## config.mk

```make
export PLATFORM = sky130hd
export DESIGN_NAME = msg_handler
export DESIGN_NICKNAME = d
export VERILOG_FILES = /design/src/rtl/msg_handler.v /design/src/rtl/pin_sync.v /design/src/rtl/retry_counter.v
export VERILOG_INCLUDE_DIRS = /design/src /design/src/include
export SDC_FILE = /design/constraint.sdc
export NUM_CORES = 1
export LEC_CHECK = 0
export ABC_CLOCK_PERIOD_IN_PS = 3160
export BUFFER_PORTS_ARGS = -buffer_cell sky130_fd_sc_hd__buf_2
export CAP_MARGIN = 20
export CORE_ASPECT_RATIO = 1.5
export CORE_MARGIN = 1.5
export CORE_UTILIZATION = 45
export CTS_BUF_LIST = sky130_fd_sc_hd__clkbuf_8
export DETAILED_ROUTE_END_ITERATION = 6
export MAX_ROUTING_LAYER = met4
export PLACE_DENSITY = 0.69
export SKIP_LAST_GASP = 1
export SLEW_MARGIN = 5
export SYNTH_ARGS = -nofsm -noshare
export SYNTH_HDL_FRONTEND = slang
export SYNTH_SLANG_ARGS = --single-unit
```

## constraint.sdc

```tcl
create_clock -name clk -period 3.16 [get_ports clk]
set_clock_uncertainty 0.15 [all_clocks]
set_input_delay 0.474 -clock clk [delete_from_list [all_inputs] [get_ports clk]]
set_output_delay 0.474 -clock clk [all_outputs]
set_load 0.005 [all_outputs]
```

## src/include/msg_consts.vh

```
/*
 Message handler constants: message codes, identify fields, sense codes,
 phase codes and action codes shared by the message handler files.
 Assumes inclusion by bare name from the rtl files.
*/
`ifndef MSG_CONSTS_VH
`define MSG_CONSTS_VH

// ---------------------------------------------------------------
// Message codes
// ---------------------------------------------------------------
`define MSG_CMD_COMPLETE 8'h00
`define MSG_EXTENDED 8'h01
`define MSG_SAVE_PTR 8'h02
`define MSG_RESTORE_PTR 8'h03
`define MSG_DISCONNECT 8'h04
`define MSG_INIT_ERR 8'h05
`define MSG_ABORT 8'h06
`define MSG_REJECT 8'h07
`define MSG_NOP 8'h08
`define MSG_PARITY_ERR 8'h09
`define MSG_DEV_RESET 8'h0C
`define MSG_IDENTIFY 8'h80

// ---------------------------------------------------------------
// Identify fields
// ---------------------------------------------------------------
`define ID_FLAG_BIT 7
`define ID_DISC_BIT 6
`define ID_RSVD_HI 5
`define ID_RSVD_LO 3
`define ID_LUN_HI 2
`define ID_LUN_LO 0
`define ID_LUN_MAX 3'h3

// ---------------------------------------------------------------
// Sense keys and codes
// ---------------------------------------------------------------
`define SENSE_KEY_NONE 4'h0
`define SENSE_KEY_ABORTED 4'hB
`define SENSE_CODE_NONE 8'h00
`define SENSE_CODE_INIT_ERR 8'h48
`define SENSE_CODE_PARITY 8'h47
`define SENSE_CODE_REJECT 8'h43

// ---------------------------------------------------------------
// Bus phases as seen by the handler
// ---------------------------------------------------------------
`define PH_DATA_OUT 3'h0
`define PH_DATA_IN 3'h1
`define PH_COMMAND 3'h2
`define PH_STATUS 3'h3
`define PH_MSG_OUT 3'h6
`define PH_MSG_IN 3'h7

// ---------------------------------------------------------------
// Actions reported to the phase sequencer
// ---------------------------------------------------------------
`define ACT_NONE 4'h0
`define ACT_BUS_FREE 4'h1
`define ACT_SEND_MSG 4'h2
`define ACT_CHECK_COND 4'h3
`define ACT_RESEND_OUT 4'h4
`define ACT_STOP_DISC 4'h5
`define ACT_STOP_RETRY 4'h6
`define ACT_IDENT_OK 4'h7
`define ACT_DEV_RESET 4'h8

// ---------------------------------------------------------------
// Retry limit default
// ---------------------------------------------------------------
`define RETRY_LIMIT_DEF 3

`endif

```

## src/rtl/msg_handler.v

```verilog
/*
 Message handler of a bus target: interprets single-byte messages
 received in MESSAGE OUT, handles rejects of its own messages and
 runs parity recovery in the message phases.
 Assumes a phase sequencer that delivers each received message byte with
 a one-cycle strobe on clk, tells which message the target sent last, and
 carries out the action code this block issues.
*/
`timescale 1ns/1ps
`default_nettype none
`include "msg_consts.vh"

module msg_handler #(
   parameter RETRY_LIMIT = `RETRY_LIMIT_DEF
) (
   input wire clk,
   input wire reset,
   input wire msg_valid,
   input wire [7:0] msg_byte,
   input wire msg_parity_bad,
   input wire atn_pin,
   input wire parity_enable,
   input wire [2:0] phase,
   input wire [7:0] last_sent,
   input wire reconnecting,
   input wire cmd_complete_done,
   input wire msg_in_sent,
   output reg [3:0] action,
   output reg action_valid,
   output reg [7:0] out_msg,
   output reg busy_release,
   output reg [3:0] sense_key,
   output reg [7:0] sense_code,
   output reg sense_valid,
   output reg disc_allowed,
   output reg [2:0] lun,
   output reg lun_valid,
   output reg clear_pending,
   output reg await_atn_drop
);
   // ------------------------------------------------------------
   // Helpers
   // ------------------------------------------------------------
   function is_identify;
      input [7:0] b;
      begin
         is_identify = b[`ID_FLAG_BIT];
      end
   endfunction

   function identify_ok;
      input [7:0] b;
      begin
         identify_ok = (b[`ID_RSVD_HI:`ID_RSVD_LO] == 3'h0) &&
            (b[`ID_LUN_HI:`ID_LUN_LO] <= `ID_LUN_MAX);
      end
   endfunction

   // ------------------------------------------------------------
   // Pin synchronising
   // ------------------------------------------------------------
   wire atn;

   pin_sync #(
      .WIDTH(1)
   ) u_atn_sync (
      .clk(clk),
      .reset(reset),
      .din(atn_pin),
      .dout(atn)
   );

   // ------------------------------------------------------------
   // Retry counting
   // ------------------------------------------------------------
   reg retry_clear;
   reg retry_bump;
   wire retry_exhausted;
   reg [7:0] retried_msg;

   retry_counter #(
      .LIMIT(RETRY_LIMIT)
   ) u_retry (
      .clk(clk),
      .reset(reset),
      .clear(retry_clear),
      .bump(retry_bump),
      .exhausted(retry_exhausted)
   );

   // ------------------------------------------------------------
   // State machine
   // ------------------------------------------------------------
   localparam ST_IDLE = 2'h0;
   localparam ST_DRAIN = 2'h1;
   localparam ST_REJECT = 2'h2;
   localparam ST_LIMIT = 2'h3;

   reg [1:0] state;
   reg [1:0] next_state;
   reg [3:0] next_action;
   reg next_action_valid;
   reg [7:0] next_out_msg;
   reg next_busy_release;
   reg [3:0] next_sense_key;
   reg [7:0] next_sense_code;
   reg next_sense_valid;
   reg next_disc_allowed;
   reg [2:0] next_lun;
   reg next_lun_valid;
   reg next_clear_pending;
   reg next_await;

   // Parity handling is gated so a disabled check never retries
   wire bad_byte = msg_valid && msg_parity_bad && parity_enable;

   always @* begin
      next_state = state;
      next_action = `ACT_NONE;
      next_action_valid = 1'b0;
      next_out_msg = out_msg;
      next_busy_release = 1'b0;
      next_sense_key = sense_key;
      next_sense_code = sense_code;
      next_sense_valid = sense_valid;
      next_disc_allowed = disc_allowed;
      next_lun = lun;
      next_lun_valid = lun_valid;
      next_clear_pending = 1'b0;
      next_await = await_atn_drop;
      retry_clear = 1'b0;
      retry_bump = 1'b0;
      case (state)
         ST_IDLE: begin
            if (cmd_complete_done) begin
               next_busy_release = 1'b1;
               next_action = `ACT_BUS_FREE;
               next_action_valid = 1'b1;
            end else if (bad_byte) begin
               // Keep taking bytes until attention falls
               next_state = ST_DRAIN;
               next_await = 1'b1;
            end else if (msg_valid) begin
               if (is_identify(msg_byte)) begin
                  if (identify_ok(msg_byte)) begin
                     next_disc_allowed = msg_byte[`ID_DISC_BIT];
                     next_lun = msg_byte[`ID_LUN_HI:`ID_LUN_LO];
                     next_lun_valid = 1'b1;
                     next_action = `ACT_IDENT_OK;
                     next_action_valid = 1'b1;
                  end else begin
                     next_state = ST_REJECT;
                  end
               end else begin
                  case (msg_byte)
                     `MSG_INIT_ERR: begin
                        if (phase == `PH_STATUS || phase == `PH_MSG_IN ||
                           phase == `PH_MSG_OUT) begin
                           next_out_msg = `MSG_RESTORE_PTR;
                           next_action = `ACT_SEND_MSG;
                           next_action_valid = 1'b1;
                        end else if (phase == `PH_DATA_IN) begin
                           next_sense_key = `SENSE_KEY_ABORTED;
                           next_sense_code = `SENSE_CODE_INIT_ERR;
                           next_sense_valid = 1'b1;
                           next_action = `ACT_CHECK_COND;
                           next_action_valid = 1'b1;
                        end else begin
                           next_state = ST_REJECT;
                        end
                     end
                     `MSG_ABORT: begin
                        next_clear_pending = 1'b1;
                        next_busy_release = 1'b1;
                        next_action = `ACT_BUS_FREE;
                        next_action_valid = 1'b1;
                     end
                     `MSG_NOP: begin
                        next_state = ST_IDLE;
                     end
                     `MSG_DEV_RESET: begin
                        next_clear_pending = 1'b1;
                        next_busy_release = 1'b1;
                        next_sense_key = `SENSE_KEY_NONE;
                        next_sense_code = `SENSE_CODE_NONE;
                        next_sense_valid = 1'b0;
                        next_disc_allowed = 1'b0;
                        next_lun = 3'h0;
                        next_lun_valid = 1'b0;
                        next_out_msg = 8'h00;
                        next_await = 1'b0;
                        retry_clear = 1'b1;
                        next_action = `ACT_DEV_RESET;
                        next_action_valid = 1'b1;
                     end
                     `MSG_PARITY_ERR: begin
                        if (!parity_enable) begin
                           next_state = ST_REJECT;
                        end else if (retry_exhausted &&
                           retried_msg == last_sent) begin
                           next_state = ST_LIMIT;
                        end else begin
                           retry_clear = (retried_msg != last_sent);
                           retry_bump = 1'b1;
                           next_out_msg = last_sent;
                           next_action = `ACT_SEND_MSG;
                           next_action_valid = 1'b1;
                        end
                     end
                     `MSG_REJECT: begin
                        case (last_sent)
                           `MSG_CMD_COMPLETE: begin
                              next_busy_release = 1'b1;
                              next_action = `ACT_BUS_FREE;
                              next_action_valid = 1'b1;
                           end
                           `MSG_DISCONNECT, `MSG_SAVE_PTR: begin
                              next_action = `ACT_STOP_DISC;
                              next_action_valid = 1'b1;
                           end
                           `MSG_RESTORE_PTR: begin
                              next_action = `ACT_STOP_RETRY;
                              next_action_valid = 1'b1;
                           end
                           `MSG_REJECT: begin
                              next_sense_key = `SENSE_KEY_ABORTED;
                              next_sense_code = `SENSE_CODE_REJECT;
                              next_sense_valid = 1'b1;
                              next_busy_release = 1'b1;
                              next_action = `ACT_BUS_FREE;
                              next_action_valid = 1'b1;
                           end
                           default: begin
                              if (is_identify(last_sent) && reconnecting) begin
                                 next_sense_key = `SENSE_KEY_ABORTED;
                                 next_sense_code = `SENSE_CODE_REJECT;
                                 next_sense_valid = 1'b1;
                                 next_busy_release = 1'b1;
                                 next_action = `ACT_BUS_FREE;
                                 next_action_valid = 1'b1;
                              end else begin
                                 next_state = ST_IDLE;
                              end
                           end
                        endcase
                     end
                     default: begin
                        // Extended and target-only codes make no sense here
                        next_state = ST_REJECT;
                     end
                  endcase
               end
            end
         end
         ST_DRAIN: begin
            // Whole garbled message consumed once attention drops
            if (!atn) begin
               next_await = 1'b0;
               if (retry_exhausted) begin
                  next_state = ST_LIMIT;
               end else begin
                  retry_bump = 1'b1;
                  next_action = `ACT_RESEND_OUT;
                  next_action_valid = 1'b1;
                  next_state = ST_IDLE;
               end
            end
         end
         ST_REJECT: begin
            // Reject goes out in message in before more bytes are taken
            next_out_msg = `MSG_REJECT;
            next_action = `ACT_SEND_MSG;
            next_action_valid = 1'b1;
            next_state = ST_IDLE;
         end
         ST_LIMIT: begin
            next_sense_key = `SENSE_KEY_ABORTED;
            next_sense_code = `SENSE_CODE_PARITY;
            next_sense_valid = 1'b1;
            next_busy_release = 1'b1;
            next_action = `ACT_BUS_FREE;
            next_action_valid = 1'b1;
            retry_clear = 1'b1;
            next_state = ST_IDLE;
         end
         default: begin
            next_state = ST_IDLE;
         end
      endcase
      // A good message in leaves the retry run as it is: msg_in_sent never sets retry_clear
      if (msg_in_sent && state == ST_IDLE && !msg_valid) begin
         retry_clear = retry_clear || 1'b0;
      end
   end

   // ------------------------------------------------------------
   // Registers
   // ------------------------------------------------------------
   always @(posedge clk or posedge reset) begin
      if (reset) begin
         state <= ST_IDLE;
         action <= `ACT_NONE;
         action_valid <= 1'b0;
         out_msg <= 8'h00;
         busy_release <= 1'b0;
         sense_key <= `SENSE_KEY_NONE;
         sense_code <= `SENSE_CODE_NONE;
         sense_valid <= 1'b0;
         disc_allowed <= 1'b0;
         lun <= 3'h0;
         lun_valid <= 1'b0;
         clear_pending <= 1'b0;
         await_atn_drop <= 1'b0;
         retried_msg <= 8'h00;
      end else begin
         state <= next_state;
         action <= next_action;
         action_valid <= next_action_valid;
         out_msg <= next_out_msg;
         busy_release <= next_busy_release;
         sense_key <= next_sense_key;
         sense_code <= next_sense_code;
         sense_valid <= next_sense_valid;
         disc_allowed <= next_disc_allowed;
         lun <= next_lun;
         lun_valid <= next_lun_valid;
         clear_pending <= next_clear_pending;
         await_atn_drop <= next_await;
         if (retry_bump) begin
            retried_msg <= last_sent;
         end
      end
   end
endmodule // msg_handler

`default_nettype wire

```

## src/rtl/pin_sync.v

```verilog
/*
 Three-stage synchroniser for pin-level inputs.
 Assumes one clock; output follows once stages two and three agree.
*/
`timescale 1ns/1ps
`default_nettype none

module pin_sync #(
   parameter WIDTH = 1
) (
   input wire clk,
   input wire reset,
   input wire [WIDTH-1:0] din,
   output reg [WIDTH-1:0] dout
);
   reg [WIDTH-1:0] stage1;
   reg [WIDTH-1:0] stage2;
   reg [WIDTH-1:0] stage3;
   integer i;

   always @(posedge clk or posedge reset) begin
      if (reset) begin
         stage1 <= {WIDTH{1'b0}};
         stage2 <= {WIDTH{1'b0}};
         stage3 <= {WIDTH{1'b0}};
         dout <= {WIDTH{1'b0}};
      end else begin
         stage1 <= din;
         stage2 <= stage1;
         stage3 <= stage2;
         // Per bit: change counts only once two later stages agree
         for (i = 0; i < WIDTH; i = i + 1) begin
            if (stage2[i] == stage3[i]) begin
               dout[i] <= stage3[i];
            end
         end
      end
   end
endmodule // pin_sync

`default_nettype wire

```

## src/rtl/retry_counter.v

```verilog
/*
 Retry counter for parity recovery of one message.
 Assumes clear is pulsed whenever a new message starts being retried.
*/
`timescale 1ns/1ps
`default_nettype none

module retry_counter #(
   parameter LIMIT = 3
) (
   input wire clk,
   input wire reset,
   input wire clear,
   input wire bump,
   output reg exhausted
);
   localparam [3:0] LAST = LIMIT[3:0] - 4'h1;
   reg [3:0] count;

   always @(posedge clk or posedge reset) begin
      if (reset) begin
         count <= 4'h0;
      end else if (clear && bump) begin
         count <= 4'h1;
      end else if (clear) begin
         count <= 4'h0;
      end else if (bump && count != 4'hF) begin
         count <= count + 4'h1;
      end
   end

   // Read straight off the count: LIMIT-1 resends, then give up
   always @* begin
      exhausted = (count >= LAST);
   end
endmodule // retry_counter

`default_nettype wire

```

==> results of run 1 <==
==> routing by layer <==
metal | vias up | global-route usage [%] | share of wire, %
met1 | 1239 | 25.7 | 41
li1 | 1212 | - | -
met2 | 81 | 39.4 | 53
met5 | - | - | 0
met3 | 16 | 3.81 | 4.1
met4 | 0 | 10.0 | 2.4
==> path summary, 6_finish.rpt <==
| check | from | end | depth (start not counted) |
|---|---|---|---|
| min | reset | u_atn_sync.stage1 | 2 |
| max reg2reg | u_retry.count[0] | retried_msg[6] | 6 |
| min in group clk | atn_pin | u_atn_sync.stage1 | 1 |
| max | u_retry.count[0] | retried_msg[6] | 6 |
| max in group asynchronous | reset | sense_code[3] | 3 |
| min reg2reg | u_atn_sync.stage1 | u_atn_sync.stage2 | 0 |
==> cells in the final DEF (no fill, tap or decap), drive strengths merged, types with 6 or more instances in the layout <==
cell type / count
nand2b: 6
nor2: 10
nand2: 9
nor4: 7
nand4: 7
nand3: 24
nor2b: 7
dfrtp: 44
buf: 64
o21ai: 20
mux2: 13
inv: 9
ha: 7
xnor2: 8
a21oi: 11
==> worst max-delay path, cell delays in order (launching register included) <==
cell and delay, ps:
dfrtp_1 410, inv_1 80, ha_1 200, or4_1 590
a311o_2 440, and2_1 300, mux2_2 320
==> flip-flops by register name (all words and copies together) (netlist names), 2 cells and up <==
register and count:
retried_msg 8, u_retry.count 4, action 4, state 2, sense_code 4, lun 3, out_msg 8
==> layout make-up <==
| cell class | count | area share [%] |
|---|---|---|
| Sequential cell | 44 | 34.0 |
| Clock inverter | 3 | 1.31 |
| Timing Repair Buffer | 64 | 10.5 |
| Tap cell | 74 | 2.86 |
| Inverter | 10 | 1.16 |
| Multi-Input combinational cell | 221 | 48.1 |
| Clock buffer | 5 | 2.12 |
==> power by group through the flow <==
stage	combinational [mW]	sequential, mW	clock (mW)
6_report	0.896	0.820	0.439
5_1_grt	0.989	0.836	0.469
4_1_cts	0.901	0.819	0.445
3_5_place_dp	0.896	0.831	0
3_3_place_gp	0.869	0.822	0
2_1_floorplan	0.638	0.818	0
==> cell families (layout without fill, tap and decap cells) <==
| logic type | Yosys count | in the layout | synth area share (%) |
|---|---|---|---|
| AO/OA/AOI/OAI | 80 | 80 | 19.9 |
| XOR/XNOR | 8 | 8 | 2.46 |
| multiplexers | 15 | 15 | 5.84 |
| buffers and inverters | 34 | 82 | 6.99 |
| flip-flops | 44 | 44 | 38.7 |
| AND/OR/NAND/NOR | 106 | 106 | 22.5 |
| other | 1 | 4 | 0.132 |
| adder cells (fa/ha/maj) | 8 | 8 | 3.43 |
==> through the flow <==
step	std cells	power [mW]	hold slack (ps)	utilization [%]
after floorplan	299	1.46	181	-
after global placement	413	1.69	182	51.1
after detailed placement	413	1.73	188	51.1
after CTS	421	2.17	62.2	52.9
after global routing	421	2.29	87.3	52.9
final	421	2.15	32.5	52.9
==> flow_metrics.tcl, run 1 <==
set metrics [dict create \
    synth_top_cell_area_share_pct 38.7 \
    synth-edff-count 0 \
    grt.total_usage_pct 23.0 \
    p_leak_nw 1.39 \
    startpoint_type "flip-flop" \
    ir_drop_mv 0.357 \
    hpwl_mm 5.80 \
    tns_ps 0 \
    num_vias 2548 \
    ys_warn_count 0 \
    port_buffers 56 \
    power_density_nw_per_um2 665 \
    fin_area_sq_um 3240 \
    clock_path_buffers 2 \
    power_switching_share_pct 36.8 \
    synth_commonest_cells "44 x dfrtp_1, 24 x nand3_1, 17 x o21ai_0, 13 x mux2_2" \
    antenna_found_initial 0 \
    ioPinCount 62 \
    synth_ff_type "dfrtp_1" \
    intPower_mw 1.36 \
    yosys-top-cells-area "dfrtp_1 39%, mux2_2 5.1%, nand3_1 4.2%" \
    ys_seq_area_share_pct 38.7 \
    crit_type "flip-flop to flip-flop" \
    cts_made_buffers 5 \
    finalMaxSlewViolations 0 \
    first_iter_violations 226 \
    clk_pin_slew_ps 90 \
    final-seq-area_sq_um 1100 \
    synth_area_sq_um 2850 \
    yosys.area.top_type "dfrtp_1" \
    hold_violations 0 \
    syn_inst 296 \
    avgViaCountPerCell 6.05 \
    status "completed" \
    netlist-cell-type-count 64 \
    die_w_microns 68.0 \
    worst_slew_pin_slew_ps 742 \
    p_seq_share_pct 38.1 \
    syn_avg_cell_area_sq_um 9.62 \
    setup_slack_ps 549 \
    grt_pass1_vias 2438 \
    antenna_left 0 \
    slew_headroom_pct 50.1 \
    hp-class "input port to asynchronous set/reset pin" \
    core_sq_um 6130 \
    placementRows 35 \
    drt-wirelength-per-cell_microns 17.6 \
    rsz0062_at_grt "no" \
    crit_path_max_fanout 9 \
    fp.dieH_microns 100 \
    fmax_mhz 383 \
    pre_cts_ws_ps 337 \
    p_switching_mw 0.792 \
    crit_path_end_kind "flip-flop" \
    area_growth_pct 13.8 \
    cap_violations 0 \
    cts.sinks 44 \
    gp_congestion 0.909 \
    grt_start_max_net_pins 26 \
    diodes 0 \
    postCtsHoldBufs 0 \
    nets 381 \
    cts_resized 0 \
    async_flop_share_pct 100 \
    fin_crit_sh_pct 82.6 \
    combPwrFrac_pct 41.6 \
    cts_tree "done" \
    die_area_sq_um 6820 \
    dr.pass1.iters 4 \
    clock_latency_ps 300 \
    grt_first_pass_wirelength_mm 11.5 \
    initial_core_util_pct 46.4 \
    crit_arrival_ps 2650 \
    synth_seq_cells 44 \
    drc_errors 0 \
    ff2ff_setup_slack_ps 550 \
    cts_setup_buffers 0 \
    wirelength_mm 7.40 \
    htreeDepth 2 \
    clockRootBuffer "clkbuf_8" \
    yosysMostFrequentCell "dfrtp_1" \
    setup_viol 0 \
    cp.required_ps 3200 \
    drive_gt1_share_pct 28.8 \
    multiInputGateArea_sq_um 1560 \
    overflow 0 \
    period_needed_ps 2610 \
    n_fill_cell 602 \
    pwr-share-clk_pct 20.4 \
    dpl_cell_area_sq_um 3130 \
]
Note: power is estimated with default switching activity, not from simulation.
==> run 2: changes to the inputs <==
--- a/config.mk
+++ b/config.mk
@@ -6,7 +6,7 @@
 export SDC_FILE = /design/constraint.sdc
 export NUM_CORES = 1
 export LEC_CHECK = 0
-export ABC_CLOCK_PERIOD_IN_PS = 3160
+export ABC_CLOCK_PERIOD_IN_PS = 2300
 export BUFFER_PORTS_ARGS = -buffer_cell sky130_fd_sc_hd__buf_2
 export CAP_MARGIN = 20
 export CORE_ASPECT_RATIO = 1.5
@@ -15,7 +15,7 @@
 export CTS_BUF_LIST = sky130_fd_sc_hd__clkbuf_8
 export DETAILED_ROUTE_END_ITERATION = 6
 export MAX_ROUTING_LAYER = met4
-export PLACE_DENSITY = 0.69
+export PLACE_DENSITY = 0.72
 export SKIP_LAST_GASP = 1
 export SLEW_MARGIN = 5
 export SYNTH_ARGS = -nofsm -noshare
==> constraint.sdc (replaced) <==
create_clock -name clk -period 2.3 [get_ports clk]
set_clock_uncertainty 0.15 [all_clocks]
set_input_delay 0.345 -clock clk [delete_from_list [all_inputs] [get_ports clk]]
set_output_delay 0.345 -clock clk [all_outputs]
set_load 0.005 [all_outputs]
==> run 2 against run 1 <==
Compared with the run above:
- first-iteration DRC count down 15%
- setup slack worse by 500 ps
- cell count up 8.8%
- count of clock-buffer cells in the layout unchanged
- fmax up 16%
- utilization up 5.3 points
- combinational power up 64%
- sequential power up 34%
- die area unchanged
- sequential share of layout area down 3.1 points
- clock power up 11%
- via count up 5.2%
- largest cell class unchanged
==> flow_metrics.tcl, run 2 (synthesis gave the netlist of run 1 again) <==
set metrics [dict create \
    status "completed" \
    initial_core_util_pct 46.4 \
    startpoint_type "flip-flop" \
    power_density_nw_per_um2 858 \
    fmax_mhz 444 \
    num_vias 2680 \
    crit_type "flip-flop to flip-flop" \
    cp_num_cells 6 \
    pre_cts_ws_ps -381 \
    hpwl_mm 6.06 \
    hold_ws_ps 184 \
    grt_first_pass_wirelength_mm 12.6 \
    die_area_sq_um 6820 \
    worst_slew_pin_slew_ps 717 \
    drc_errors 0 \
    avgViaCountPerCell 5.85 \
    hp-class "input port to flip-flop" \
    max_stage_delay_ps 540 \
    path_cells "inv_1 > ha_2 > or4_4 > a311o_2 > a21bo_2 > a31o_2" \
    cts_tree "done" \
    grt_pass1_vias 2649 \
    antenna_left 0 \
    placed_cells 448 \
    min_delay_path_depth 2 \
    fin_crit_sh_pct 97.8 \
    antenna_found_initial 0 \
    n_fill_cell 540 \
    wirelength_mm 7.66 \
    gp_congestion 0.976 \
    slew_headroom_pct 51.8 \
    diodes 0 \
    cts.sinks 44 \
    cp.required_ps 2340 \
    cp_slowest_cell "or4_4" \
    core_sq_um 6130 \
    final_common_cell "buf_2" \
    clockRootBuffer "clkbuf_8" \
    critPathBufInv 1 \
    grt_start_max_net_pins 24 \
    cap_violations 0 \
    reg2regPathDepth 6 \
    clock_path_buffers 2 \
    clk_pin_slew_ps 90 \
    placementRows 35 \
    first_iter_violations 192 \
    area_growth_pct 25.2 \
    fin_cells 458 \
    p_leak_nw 1.57 \
    setup_slack_ps 49.9 \
    crit_path_max_fanout 5 \
    cts_setup_buffers 0 \
    rsz0062_at_grt "yes" \
    ff2ff_setup_slack_ps 50 \
    final_util_pct 58.1 \
    dr.pass1.iters 4 \
    period_needed_ps 2250 \
    fp.dieH_microns 100 \
    hold_violations 0 \
    crit_path_end_kind "flip-flop" \
    overflow 0 \
    cts_made_buffers 5 \
    port_buffers 56 \
    finalMaxSlewViolations 0 \
    setup_viol 0 \
    drt-wirelength-per-cell_microns 16.7 \
    layout_common_cells "56 x buf_2, 44 x dfrtp_1, 43 x buf_4" \
    drive_gt1_share_pct 38.0 \
    crit_arrival_ps 2290 \
    clock_latency_ps 290 \
    htreeDepth 2 \
    grt.total_usage_pct 24.8 \
    ir_drop_mv 0.439 \
    die_w_microns 68.0 \
    critPathTopFamily "compound AO/OA/AOI/OAI gates" \
    ioPinCount 62 \
    nets 418 \
    largest_registers "out_msg (8), retried_msg (8)" \
]
==> run 2: cell types whose count changed in the layout (fill, tap and decap cells not counted), moves of 2 or more <==
cell,previous run,this run
or4_1,4,1
inv_1,9,7
buf_4,8,43
inv_2,0,2
ha_1,7,5
or4_4,0,3
dlygate4sd3_1,0,2
==> run 2: cell type report <==
class	instances	area (sq um)	share of cell area [%]
Clock buffer	5	68.8	1.93
Inverter	10	37.5	1.05
Sequential cell	44	1100	30.9
Timing Repair Buffer	101	623	17.5
Tap cell	74	92.6	2.60
Clock inverter	3	18.8	0.527
Multi-Input combinational cell	221	1620	45.5
==> run 2: through the flow <==
stage / TNS (ps) / power, mW / area [sq um]
after detailed placement: -2650 / 2.58 / 3430
final: 0 / 3.06 / 3560
after CTS: 0 / 3.09 / 3540
after global placement: -2420 / 2.53 / 3430
after global routing: -17.9 / 3.31 / 3560
after floorplan: -281 / 2.05 / 2910
==> run 2: path summary, 6_finish.rpt <==
| check | start | end |
|---|---|---|
| max | u_retry.count[0] | u_retry.count[0] |
| min | msg_byte[6] | disc_allowed |
| max reg2reg | u_retry.count[0] | u_retry.count[0] |
| min reg2reg | u_atn_sync.stage1 | u_atn_sync.stage2 |
| max in group asynchronous | reset | lun[2] |
| min in group asynchronous | reset | u_atn_sync.stage1 |
==> run 2: layer usage <==
metal / GRT usage (%) / share of wire [%]
met2: 42.0 / 53
met1: 28.4 / 39
met5: - / 0
met3: 3.59 / 4.3
met4: 10.8 / 3.3
==> run 2: power by group <==
group / internal (mW) / total [mW] / switching [mW]
registers: 0.984 / 1.10 / 0.118
logic: 0.735 / 1.47 / 0.737
clock network: 0.212 / 0.486 / 0.274
==> run 2: what timing repair did <==
item | CTS | global route
gates resized for setup | 1 | 5
endpoints found under the setup margin | 6 | 11
hold buffers | 2 | 0
pin swaps | 2 | 4
endpoints found under the hold margin | 45 | 0
==> run 2: worst register-to-register path: cells and delay by family, from the launching register on <==
family          cells  cell delay [ps]
compound gates      3              860
simple gates        1              540
flops               1              350
fa+ha+maj           1              180
buf+inv             1               60
